--- src/design/seq_pkg.sv ---
// Package: constants, types and register map of the measurement sequencer
package seq_pkg;
	// ==========================================================
	// Register map (word aligned byte offsets)
	localparam logic [7:0] CFG_OFF    = 8'h00;
	localparam logic [7:0] STATUS_OFF = 8'h04;
	localparam logic [7:0] RESULT_OFF = 8'h08;
	localparam logic [7:0] FIFO_OFF   = 8'h0C;
	// Config field positions
	localparam int CFG_N_LSB     = 0;  // 5 bits bridge count
	localparam int CFG_RES_LSB   = 8;  // 2 bits resolution code
	localparam int CFG_ORD_BIT   = 10; // 1 = second order
	localparam int CFG_RS_LSB    = 12; // 2 bits range shift
	localparam int CFG_REF_BIT   = 14; // supply_reference_select
	localparam int CFG_TSRC_LSB  = 16; // 2 bits temperature source
	localparam int CFG_RUN_BIT   = 20; // start sequencing
	localparam logic [31:0] CFG_RESET = 32'h0000_0001;
	localparam logic [4:0] N_MIN = 5'h01;
	// ==========================================================
	// Timing: converter clock is half the oscillator frequency
	localparam int CLK_HZ   = 25_000_000;
	localparam int OSC_HZ   = 25_000_000;
	localparam int CONV_DIV = (CLK_HZ * 2) / OSC_HZ; // clk per conv tick
	localparam int START_SLOTS = 6;
	// ==========================================================
	typedef enum logic [7:0] {
		SL_TAZ  = 8'h01, SL_TMP = 8'h02, SL_BAZ = 8'h04,
		SL_CMC  = 8'h08, SL_SCP = 8'h10, SL_SCN = 8'h20,
		SL_BRG  = 8'h40
	} slot_e;
	typedef enum logic [3:0] {
		ST_IDLE = 4'h1, ST_START = 4'h2, ST_CONV = 4'h4, ST_NEXT = 4'h8
	} state_e;
	typedef struct packed {
		logic [2:0]  tag;
		logic [17:0] count;
	} result_s;
	localparam int RES_W = 21;
endpackage

--- src/design/measurement_cycle_sequencer.sv ---
// Module: measurement cycle sequencer and converter control
// ==========================================================
// Contract
// - The mux select walks temperature, channel offset and bridge inputs.
// - Bridge count per slot is configurable from 1 to 31.
// - A start routine takes all measurements before the normal cycle.
// - Normal cycle is six slots, each followed by n bridge measurements.
// - Common-mode and both short checks run every cycle regardless.
// - Resolution is 13 or 14 bits, or 15 or 16 with segmentation.
// - First-order and stacked second-order modes are selectable.
// - First-order conversion lasts 2^res half-oscillator periods.
// - Second-order conversion lasts 2^((res+3)/2) half-oscillator periods.
// - Count is 2^res times (input ratio plus range shift).
// - Range shift is one of 1/16, 1/8, 1/4 or 1/2.
// - Reference is bridge top-bottom unless supply select bit is one.
// - No check is made that the input lies within 10% to 90% of range.
// - Temperature slot uses one of four selected sources.
//
// Decided for this implementation: the register offsets and the Wishbone register port.
`timescale 1ns/1ps
module measurement_cycle_sequencer #(
	parameter int FIFO_DEPTH = 8
) (
	// Clock and reset
	input  wire logic        clk_i,
	input  wire logic        rst_i,
	// Wishbone slave
	input  wire logic        cyc_i,
	input  wire logic        stb_i,
	input  wire logic        we_i,
	input  wire logic [7:0]  adr_i,
	input  wire logic [3:0]  sel_i,
	input  wire logic [31:0] dat_i,
	output logic      [31:0] dat_o,
	output logic             ack_o,
	// Analogue front end
	input  wire logic [15:0] ratio_i,
	output logic      [1:0]  mux_sel_o,
	output logic      [2:0]  diag_sel_o,
	output logic      [1:0]  temp_src_o,
	output logic             ref_supply_o,
	output logic             conv_busy_o,
	// Result stream to correction_processor
	output logic             res_valid_o,
	input  wire logic        res_ready_i,
	output logic      [2:0]  res_tag_o,
	output logic      [17:0] res_count_o,
	output logic             start_done_o
);
	// ==========================================================
	// Registers
	logic [31:0]       cfg_r;
	logic [31:0]       last_r;
	seq_pkg::state_e   st_r;
	seq_pkg::slot_e    slot_r;
	logic [4:0]        brg_r;
	logic [2:0]        idx_r;
	logic              bridge_r;
	logic              start_r;
	logic [16:0]       tick_r;
	logic [16:0]       len;
	logic [4:0]        n_cfg;
	logic [4:0]        res;
	logic [17:0]       shift;
	logic [17:0]       count;
	logic [2:0]        tag;
	logic              f_ready;
	logic              f_valid;
	logic              push;
	logic              div_en;
	logic [7:0]        div_r;
	seq_pkg::result_s  f_in;
	seq_pkg::result_s  f_out;
	initial begin
		if (FIFO_DEPTH < 2)
			$error("FIFO_DEPTH too small");
	end
	// Config fields; n below one is forced to one
	assign n_cfg = (cfg_r[seq_pkg::CFG_N_LSB +: 5] < seq_pkg::N_MIN) ?
		seq_pkg::N_MIN : cfg_r[seq_pkg::CFG_N_LSB +: 5];
	assign res = 5'd13 + {3'h0, cfg_r[seq_pkg::CFG_RES_LSB +: 2]};
	// Conversion length in half-oscillator ticks
	always_comb begin
		if (cfg_r[seq_pkg::CFG_ORD_BIT])
			len = 17'h1 << ((res + 5'd3) >> 1);
		else
			len = 17'h1 << res;
	end
	// Range shift 2^res >> (4 - code); no limit check on input
	assign shift = 18'h1 << (res - 5'd4 +
		{3'h0, cfg_r[seq_pkg::CFG_RS_LSB +: 2]});
	// Count = 2^res*ratio (ratio Q16) + shift; product held wide so the
	// top bits of the ratio are not lost before the scale-down
	assign count = 18'((34'(ratio_i) << res) >> 16) + shift;
	// ==========================================================
	// Half-oscillator tick enable
	assign div_en = div_r == 8'(seq_pkg::CONV_DIV - 1);
	always_ff @(posedge clk_i) begin
		if (rst_i || div_en)
			div_r <= '0;
		else
			div_r <= div_r + 1'b1;
	end
	// ==========================================================
	// Slot tag encoding
	always_comb begin
		unique case (slot_r)
			seq_pkg::SL_TAZ: tag = 3'h0;
			seq_pkg::SL_TMP: tag = 3'h1;
			seq_pkg::SL_BAZ: tag = 3'h2;
			seq_pkg::SL_CMC: tag = 3'h3;
			seq_pkg::SL_SCP: tag = 3'h4;
			seq_pkg::SL_SCN: tag = 3'h5;
			default:         tag = 3'h6;
		endcase
	end
	// Mux steering: 0 temp, 1 offset, 2 bridge, 3 diagnostic
	always_comb begin
		diag_sel_o = 3'h0;
		unique case (slot_r)
			seq_pkg::SL_TAZ, seq_pkg::SL_BAZ: mux_sel_o = 2'h1;
			seq_pkg::SL_TMP: mux_sel_o = 2'h0;
			seq_pkg::SL_BRG: mux_sel_o = 2'h2;
			default: begin
				mux_sel_o  = 2'h3;
				diag_sel_o = tag;
			end
		endcase
	end
	assign temp_src_o   = cfg_r[seq_pkg::CFG_TSRC_LSB +: 2];
	assign ref_supply_o = cfg_r[seq_pkg::CFG_REF_BIT];
	assign conv_busy_o  = st_r == seq_pkg::ST_CONV;
	assign start_done_o = start_r;
	// ==========================================================
	// Slot sequencer; a conversion only ends when FIFO has room
	assign push = st_r == seq_pkg::ST_CONV && tick_r == len && f_ready;
	always_ff @(posedge clk_i) begin
		if (rst_i) begin
			st_r     <= seq_pkg::ST_IDLE;
			slot_r   <= seq_pkg::SL_TAZ;
			idx_r    <= '0;
			brg_r    <= '0;
			bridge_r <= 1'b0;
			start_r  <= 1'b0;
			tick_r   <= '0;
		end else begin
			unique case (st_r)
				seq_pkg::ST_IDLE: begin
					if (cfg_r[seq_pkg::CFG_RUN_BIT]) begin
						st_r   <= seq_pkg::ST_CONV;
						tick_r <= '0;
					end
				end
				seq_pkg::ST_START, seq_pkg::ST_CONV: begin
					if (push)
						st_r <= seq_pkg::ST_NEXT;
					else if (div_en && tick_r != len)
						tick_r <= tick_r + 1'b1;
				end
				seq_pkg::ST_NEXT: begin
					tick_r <= '0;
					st_r   <= seq_pkg::ST_CONV;
					if (!start_r) begin
						// Start routine: six slots then one bridge
						if (slot_r == seq_pkg::SL_BRG) begin
							start_r <= 1'b1;
							slot_r  <= seq_pkg::SL_TAZ;
							idx_r   <= '0;
						end else if (idx_r == 3'(seq_pkg::START_SLOTS - 1))
							slot_r <= seq_pkg::SL_BRG;
						else begin
							idx_r  <= idx_r + 1'b1;
							slot_r <= seq_pkg::slot_e'(8'h1 << (idx_r + 3'h1));
						end
					end else if (!bridge_r) begin
						bridge_r <= 1'b1;
						brg_r    <= 5'h1;
						slot_r   <= seq_pkg::SL_BRG;
					end else if (brg_r < n_cfg) begin
						brg_r <= brg_r + 1'b1;
					end else begin
						bridge_r <= 1'b0;
						idx_r    <= (idx_r == 3'h5) ? 3'h0 : idx_r + 3'h1;
						slot_r   <= seq_pkg::slot_e'(8'h1 <<
							((idx_r == 3'h5) ? 3'h0 : idx_r + 3'h1));
					end
				end
				default: st_r <= seq_pkg::ST_IDLE;
			endcase
		end
	end
	// ==========================================================
	// Result buffer towards the correction processor
	assign f_in.tag   = tag;
	assign f_in.count = count;
	seq_fifo #(
		.WIDTH (seq_pkg::RES_W),
		.DEPTH (FIFO_DEPTH)
	) u_fifo (
		.clk_i       (clk_i),
		.rst_i       (rst_i),
		.in_valid_i  (push),
		.in_ready_o  (f_ready),
		.in_data_i   (f_in),
		.out_valid_o (f_valid),
		.out_ready_i (res_ready_i),
		.out_data_o  (f_out)
	);
	assign res_valid_o = f_valid;
	assign res_tag_o   = f_out.tag;
	assign res_count_o = f_out.count;
	// Last result seen, for software
	always_ff @(posedge clk_i) begin
		if (rst_i)
			last_r <= '0;
		else if (push)
			last_r <= {11'h0, f_in};
	end
	// ==========================================================
	// Wishbone slave: one wait cycle, ack drops after one cycle
	always_ff @(posedge clk_i) begin
		if (rst_i)
			ack_o <= 1'b0;
		else
			ack_o <= cyc_i && stb_i && !ack_o;
	end
	always_ff @(posedge clk_i) begin
		if (rst_i)
			cfg_r <= seq_pkg::CFG_RESET;
		else if (cyc_i && stb_i && we_i && !ack_o
			&& adr_i == seq_pkg::CFG_OFF) begin
			for (int b = 0; b < 4; b++)
				if (sel_i[b])
					cfg_r[b*8 +: 8] <= dat_i[b*8 +: 8];
		end
	end
	always_ff @(posedge clk_i) begin
		if (rst_i)
			dat_o <= '0;
		else if (cyc_i && stb_i && !ack_o) begin
			unique case (adr_i)
				seq_pkg::CFG_OFF:    dat_o <= cfg_r;
				seq_pkg::STATUS_OFF: dat_o <= {21'h0, tag, 3'h0,
					start_r, f_valid, f_ready, conv_busy_o, st_r == seq_pkg::ST_IDLE};
				seq_pkg::RESULT_OFF: dat_o <= last_r;
				seq_pkg::FIFO_OFF:   dat_o <= {29'h0, 3'(FIFO_DEPTH > 0)};
				default:             dat_o <= '0;
			endcase
		end
	end
	// ==========================================================
	// Checks
	bridge_range_a: assert property (@(posedge clk_i) disable iff (rst_i)
		bridge_r |-> brg_r >= 5'h1 && brg_r <= n_cfg)
		else $error("bridge count out of range");
	conv_length_a: assert property (@(posedge clk_i) disable iff (rst_i)
		st_r == seq_pkg::ST_CONV && div_en && tick_r != len |=>
		tick_r == $past(tick_r) + 17'h1)
		else $error("conversion tick not counted");
	order_len_a: assert property (@(posedge clk_i) disable iff (rst_i)
		!cfg_r[seq_pkg::CFG_ORD_BIT] |-> len == (17'h1 << res))
		else $error("first order length wrong");
	second_len_a: assert property (@(posedge clk_i) disable iff (rst_i)
		cfg_r[seq_pkg::CFG_ORD_BIT] |-> len < (17'h1 << res))
		else $error("second order not shorter");
	mux_bridge_a: assert property (@(posedge clk_i) disable iff (rst_i)
		slot_r == seq_pkg::SL_BRG |-> mux_sel_o == 2'h2)
		else $error("bridge slot not on bridge input");
	ref_sel_a: assert property (@(posedge clk_i) disable iff (rst_i)
		ref_supply_o == cfg_r[seq_pkg::CFG_REF_BIT])
		else $error("reference select mismatch");
	push_next_a: assert property (@(posedge clk_i) disable iff (rst_i)
		push |=> st_r == seq_pkg::ST_NEXT ##1 st_r == seq_pkg::ST_CONV)
		else $error("slot did not advance");
	diag_after_a: assert property (@(posedge clk_i) disable iff (rst_i)
		start_r && st_r == seq_pkg::ST_NEXT && !bridge_r |=>
		slot_r == seq_pkg::SL_BRG)
		else $error("slot not followed by bridge");
	start_hold_a: assert property (@(posedge clk_i) disable iff (rst_i)
		start_r |=> start_r)
		else $error("start routine reentered");
endmodule

--- src/design/seq_fifo.sv ---
// Module: parameterised valid/ready FIFO
`timescale 1ns/1ps
module seq_fifo #(
	parameter int WIDTH = 21,
	parameter int DEPTH = 8
) (
	// Clock and reset
	input  wire logic             clk_i,
	input  wire logic             rst_i,
	// Fill side
	input  wire logic             in_valid_i,
	output logic                  in_ready_o,
	input  wire logic [WIDTH-1:0] in_data_i,
	// Drain side
	output logic                  out_valid_o,
	input  wire logic             out_ready_i,
	output logic      [WIDTH-1:0] out_data_o
);
	localparam int AW = $clog2(DEPTH);
	initial begin
		if (DEPTH < 2 || (1 << AW) != DEPTH)
			$error("DEPTH must be a power of two");
	end
	logic [WIDTH-1:0] mem [DEPTH];
	logic [AW:0]      wr_r;
	logic [AW:0]      rd_r;
	logic             push;
	logic             pop;
	// Honest full and empty from extended pointers
	assign in_ready_o  = (wr_r - rd_r) != (AW+1)'(DEPTH);
	assign out_valid_o = wr_r != rd_r;
	assign push        = in_valid_i && in_ready_o;
	assign pop         = out_valid_o && out_ready_i;
	assign out_data_o  = mem[rd_r[AW-1:0]];
	// Storage
	always_ff @(posedge clk_i) begin
		if (push)
			mem[wr_r[AW-1:0]] <= in_data_i;
	end
	// Pointers
	always_ff @(posedge clk_i) begin
		if (rst_i) begin
			wr_r <= '0;
			rd_r <= '0;
		end else begin
			if (push)
				wr_r <= wr_r + 1'b1;
			if (pop)
				rd_r <= rd_r + 1'b1;
		end
	end
endmodule

--- config.mk ---
export PLATFORM = sky130hd
export DESIGN_NAME = measurement_cycle_sequencer
export DESIGN_NICKNAME = d
export VERILOG_FILES = /design/src/design/seq_pkg.sv /design/src/design/measurement_cycle_sequencer.sv /design/src/design/seq_fifo.sv
export SDC_FILE = /design/constraint.sdc
export NUM_CORES = 1
export LEC_CHECK = 0
export BUFFER_PORTS_ARGS = -buffer_cell sky130_fd_sc_hd__buf_2
export CAP_MARGIN = 20
export CORE_ASPECT_RATIO = 0.8
export CORE_UTILIZATION = 35
export DETAILED_ROUTE_END_ITERATION = 16
export SLEW_MARGIN = 20
export SYNTH_ARGS = -nofsm -noshare
export SYNTH_HDL_FRONTEND = slang
export SYNTH_SLANG_ARGS = --single-unit
--- constraint.sdc ---
create_clock -name clk_i -period 5.5 [get_ports clk_i]
set_input_delay 0.825 -clock clk_i [delete_from_list [all_inputs] [get_ports clk_i]]
set_output_delay 0.825 -clock clk_i [all_outputs]
set_load 0.02 [all_outputs]
==> metrics.txt <==
# TYPE chip_impl_metric gauge
chip_impl_info{name="result_of_the_run",value="complete, but fails checks"} 1
chip_impl_info{name="violations",value="design-rule violations"} 1
chip_impl_metric{name="count_of_flip_flops_with_a_built_in_enable_after_synthesis",unit=""} 168
chip_impl_metric{name="report.final.setup_viol",unit=""} 0
chip_impl_metric{name="cellPowerDensity",unit="nW/um^2"} 271
chip_impl_metric{name="avgViaCountPerCell",unit=""} 5.38
chip_impl_metric{name="global_route.usage.total",unit="%"} 17.5
chip_impl_metric{name="cap_violations",unit=""} 0
chip_impl_info{name="setup.worst_path.end_class",value="flip-flop"} 1
chip_impl_metric{name="yosys_register_bits",unit=""} 311
chip_impl_metric{name="arrival",unit="ns"} 5.04
chip_impl_metric{name="detailed_route_via_count",unit=""} 10800
chip_impl_metric{name="holdPathStages",unit=""} 2
chip_impl_info{name="critical_path.reg2reg.endpoint",value="u_fifo.mem[3][17]$_DFFE_PP_"} 1
chip_impl_metric{name="tritoncts_num_sinks",unit=""} 311
chip_impl_metric{name="power_leakage",unit="nW"} 6.31
chip_impl_metric{name="clock_path_buffers",unit=""} 3
chip_impl_metric{name="post_route_clock_period_utilization",unit="%"} 86.0
chip_impl_metric{name="synth_seq_area_share",unit="%"} 52.5
chip_impl_metric{name="tritoncts.num_buffers",unit=""} 30
chip_impl_metric{name="ff2ff_setup_slack",unit="ns"} 0.77
chip_impl_metric{name="number_of_drc_violations_after_detailed_routing_iteration_0",unit=""} 855
chip_impl_info{name="rsz0062_at_grt",value="false"} 1
chip_impl_info{name="cells_along_the_critical_path",value="ha_1, inv_1, fa_1, inv_1, ha_1, nand2b_1, nor2_1, ha_1, a211oi_1, o21ai_0, a41oi_1, o21ai_0, a211o_1, a21oi_1, xnor2_1"} 1
chip_impl_metric{name="cts_setup_buffers",unit=""} 0
chip_impl_info{name="crit-reg2reg-launch",value="cfg_r[9]$_SDFFE_PP0P_"} 1
chip_impl_metric{name="sequential_cell_area",unit="sq um"} 7910
chip_impl_metric{name="report.final.hold_viol_count",unit=""} 0
chip_impl_metric{name="post_route_hold_slack",unit="ns"} 0.460
chip_impl_info{name="cts_tree",value="yes"} 1
chip_impl_info{name="synth_flop_cell",value="edfxtp_1"} 1
chip_impl_metric{name="nets",unit=""} 1551
chip_impl_metric{name="globalRouteMet3Util",unit="%"} 2.83
chip_impl_metric{name="die_height",unit="microns"} 188
chip_impl_info{name="timing.critical_path.slowest_stage_cell",value="fa_1"} 1
chip_impl_metric{name="footprint_of_the_multi_input_gates",unit="sq um"} 6770
chip_impl_metric{name="top_ports",unit=""} 131
chip_impl_metric{name="synth.net_count",unit=""} 1440
chip_impl_metric{name="grt_antenna_before_repair",unit=""} 0
chip_impl_metric{name="gpl.final_weighted_congestion",unit=""} 0.864
chip_impl_metric{name="insertion_delay",unit="ns"} 0.58
chip_impl_metric{name="antennaDiodeCount",unit=""} 0
chip_impl_info{name="critPathLaunchType",value="flip-flop"} 1
chip_impl_metric{name="grt_start_max_net_pins",unit=""} 73
chip_impl_info{name="timing.critical_path.mode_cell",value="ha_1"} 1
chip_impl_metric{name="yosys.cell_types.count",unit=""} 74
chip_impl_metric{name="total_power",unit="mW"} 4.70
chip_impl_metric{name="fin_crit",unit="ns"} 4.73
chip_impl_metric{name="critPathBufInv",unit=""} 2
chip_impl_metric{name="detail_route.drc_violations",unit=""} 6
chip_impl_metric{name="cts_max_level",unit=""} 1
chip_impl_metric{name="port_buffers",unit=""} 130
chip_impl_metric{name="wire_per_inst",unit="microns"} 19.0
chip_impl_info{name="cts.root.buffer_cell",value="clkbuf_16"} 1
chip_impl_info{name="hold_path_end",value="last_r[18]$_SDFFE_PP0P_"} 1
chip_impl_metric{name="grt-ovfl-total",unit=""} 0
chip_impl_metric{name="detailedRoute.firstPassIterationCount",unit=""} 13
chip_impl_metric{name="timing_max_transition_violations_final",unit=""} 0
chip_impl_metric{name="area_growth_from_synthesis_to_layout",unit="%"} 15.1
chip_impl_metric{name="hpwl",unit="microns"} 26400
chip_impl_metric{name="syn-cell-area",unit="sq um"} 15100
chip_impl_info{name="worst_hold_startpoint",value="last_r[18]$_SDFFE_PP0P_"} 1
chip_impl_metric{name="worst_slew_margin_rel",unit="%"} 24.5
chip_impl_metric{name="worstPathMaxFanout",unit=""} 8
chip_impl_metric{name="clock_slew_at_the_register_clock_pins_of_the_worst_setup_and_hold_paths",unit="ns"} 0.06
chip_impl_metric{name="die_area",unit="sq um"} 43900
chip_impl_metric{name="ant_nets",unit=""} 0
chip_impl_metric{name="vdd_ir_drop_max",unit="mV"} 0.244
chip_impl_metric{name="syn_inst",unit=""} 1332
chip_impl_metric{name="initial_core_utilization",unit="%"} 35.7
chip_impl_metric{name="postRouteWirelength",unit="microns"} 38300
chip_impl_info{name="crit_family",value="compound AO/OA/AOI/OAI gates"} 1
chip_impl_info{name="path_class",value="reg2reg"} 1
chip_impl_metric{name="grt_pass1_wl",unit="microns"} 60200
chip_impl_metric{name="worst_clock_skew",unit="ns"} 0.00949
chip_impl_metric{name="layout-drive-gt1-share",unit="%"} 21.7
chip_impl_metric{name="setup_tns",unit="ns"} 0
chip_impl_metric{name="rows",unit=""} 67
chip_impl_metric{name="worstPathRequired",unit="ns"} 5.81
chip_impl_metric{name="yosys_warnings",unit=""} 0
chip_impl_info{name="hold_class",value="reg2reg"} 1
chip_impl_metric{name="critical-path-max-stage-delay",unit="ns"} 0.49
chip_impl_metric{name="cts_hold_buf",unit=""} 0
chip_impl_metric{name="worstRegToRegCells",unit=""} 15
chip_impl_metric{name="gr-usage-met2",unit="%"} 26.5
chip_impl_metric{name="grt_pass1_vias",unit=""} 10600
chip_impl_metric{name="placeableCoreArea",unit="sq um"} 42200
chip_impl_metric{name="cts_resized",unit=""} 0
chip_impl_metric{name="post_synthesis_async_set_or_reset_flop_share",unit="%"} 0
chip_impl_metric{name="n_fill_cell",unit=""} 3972
chip_impl_metric{name="syn-mean-instance-area",unit="sq um"} 11.3
chip_impl_metric{name="grt_use_met1",unit="%"} 25.9
chip_impl_metric{name="tightestPinTransition",unit="ns"} 1.13
chip_impl_info{name="top_usage_layer",value="met2"} 1
chip_impl_metric{name="max_freq",unit="GHz"} 0.211
chip_impl_metric{name="die_width",unit="microns"} 234
[cell usage in the layout (no fill, tap or decap), drive strengths merged, types with 6 or more instances in the layout]
cell type	synthesis	final
a211oi	12	12
a21o	7	7
a21oi	72	72
a22oi	31	31
a31oi	12	12
and2	8	8
and3	11	11
buf	26	155
clkbuf	50	41
clkinv	0	6
dfxtp	143	143
edfxtp	168	168
ha	40	40
inv	33	34
mux2	41	41
mux2i	55	55
mux4	45	45
nand2	101	101
nand2b	9	9
nand3	32	32
nand4	13	13
nor2	145	145
nor2b	19	19
nor3	25	25
nor3b	8	8
nor4	13	13
o211ai	9	9
o21a	9	9
o21ai	57	57
o31ai	6	6
or2	7	7
or3	8	8
or4	12	12
xnor2	25	25
xor2	12	12
[sequential cells by signal, indices dropped and copies added (netlist names), 5 cells and up, named ones only]
| signal | cells |
|---|---|
| slot_r | 8 |
| last_r | 21 |
| u_fifo.mem | 168 |
| tick_r | 17 |
| dat_o | 32 |
| brg_r | 5 |
| cfg_r | 32 |
| div_r | 8 |
[cell usage after synthesis, types with 4 or more instances]
cell type / n / area share [%]
nor4_1: 13 / 0.54
inv_1: 33 / 0.82
and3b_1: 4 / 0.23
buf_2: 7 / 0.23
o21bai_1: 5 / 0.25
nor3b_1: 8 / 0.40
a21boi_0: 4 / 0.20
edfxtp_1: 168 / 33
a31oi_1: 12 / 0.50
o31ai_1: 6 / 0.30
a22oi_1: 30 / 1.5
xnor2_1: 24 / 1.4
or3_1: 7 / 0.29
or2_2: 7 / 0.29
a211oi_1: 12 / 0.60
a21oi_1: 72 / 2.4
ha_1: 40 / 3.3
nand2_1: 101 / 2.5
nand2b_1: 9 / 0.37
and3_1: 11 / 0.46
or4_1: 12 / 0.60
o21a_1: 9 / 0.45
and2_1: 7 / 0.29
nor3_1: 25 / 0.83
a211o_1: 5 / 0.29
buf_1: 14 / 0.35
a21o_1: 7 / 0.35
mux2_2: 41 / 3.1
nand4_1: 13 / 0.54
nand3_1: 28 / 0.93
o21ai_0: 55 / 1.8
mux4_2: 45 / 6.7
o211ai_1: 9 / 0.45
nor2_1: 144 / 3.6
dfxtp_1: 143 / 19
mux2i_1: 55 / 3.7
clkbuf_1: 50 / 1.2
nand3_2: 4 / 0.27
nor2b_1: 19 / 0.79
nand3b_1: 5 / 0.25
a22o_1: 5 / 0.29
xor2_1: 11 / 0.64
[routing by layer]
| layer | vias to the layer above | wire length, microns |
|---|---|---|
| li1 | 5191 | - |
| met1 | 5301 | 18400 |
| met2 | 295 | 17000 |
| met3 | 51 | 2190 |
| met4 | 0 | 693 |
| met5 | - | 0 |
[how the worst max path moves through the flow]
| stage | startpoint | endpoint | slack [ns] | depth (start not counted) |
|---|---|---|---|---|
| final | cfg_r[9]$_SDFFE_PP0P_ | u_fifo.mem[3][17]$_DFFE_PP_ | 0.77 | 15 |
| after global routing | cfg_r[9]$_SDFFE_PP0P_ | last_r[13]$_SDFFE_PP0P_ | 0.36 | 15 |
| after CTS | cfg_r[9]$_SDFFE_PP0P_ | u_fifo.mem[4][17]$_DFFE_PP_ | 0.87 | 14 |
| after detailed placement | cfg_r[9]$_SDFFE_PP0P_ | u_fifo.mem[4][17]$_DFFE_PP_ | 0.90 | 15 |
| after global placement | cfg_r[9]$_SDFFE_PP0P_ | u_fifo.mem[4][17]$_DFFE_PP_ | 1.0 | 15 |
| after floorplan | cfg_r[8]$_SDFFE_PP0P_ | u_fifo.mem[0][17]$_DFFE_PP_ | 0.97 | 19 |
[worst register-to-register path, cell delays in order (launching register included)]
cell      delay (ns)
dfxtp_1         0.38
ha_1            0.32
inv_1           0.10
fa_1            0.49
inv_1           0.11
ha_1            0.28
nand2b_1        0.31
nor2_1          0.13
ha_1            0.33
a211oi_1        0.33
o21ai_0         0.19
a41oi_1         0.37
o21ai_0         0.29
a211o_1         0.34
a21oi_1         0.18
xnor2_1         0.30
[metrics by stage]
step                cell area [sq um]  cells  util, %  setup slack, ns
finish                          17300   2016     41.1            0.769
global route                    17300   2016     41.1            0.363
CTS                             17300   2016     41.1            0.869
detailed placement              16300   1963     38.7            0.895
global placement                16300   1963     38.7            0.995
floorplan                       15100   1332        -            0.975
[layout make-up]
class                      instances  area share, %
tap                              552           3.98
clock inverter                    12           1.10
timing repair buffer             155           4.85
inverter                          33          0.714
multi-input combinational        912           39.0
sequential                       311           45.6
clock buffer                      41           4.68
[power by group]
part           internal, mW  switching [mW]  leakage (nW)  total (mW)
clock network          1.22           0.886         0.480        2.11
logic                0.0467          0.0962          3.20       0.143
registers              2.44         0.00267          2.63        2.44
[cells by family (layout without fill, tap and decap cells)]
logic type	Yosys count	in the layout	share of synthesized area, %
AND/OR/NAND/NOR	433	433	14.1
flip-flops	311	311	52.5
AO/OA/AOI/OAI	259	259	11.0
multiplexers	141	141	13.4
buffers and inverters	109	241	2.97
adder cells (fa/ha/maj)	42	42	3.59
XOR/XNOR	37	37	2.40
(Power assumes the default switching activity.)
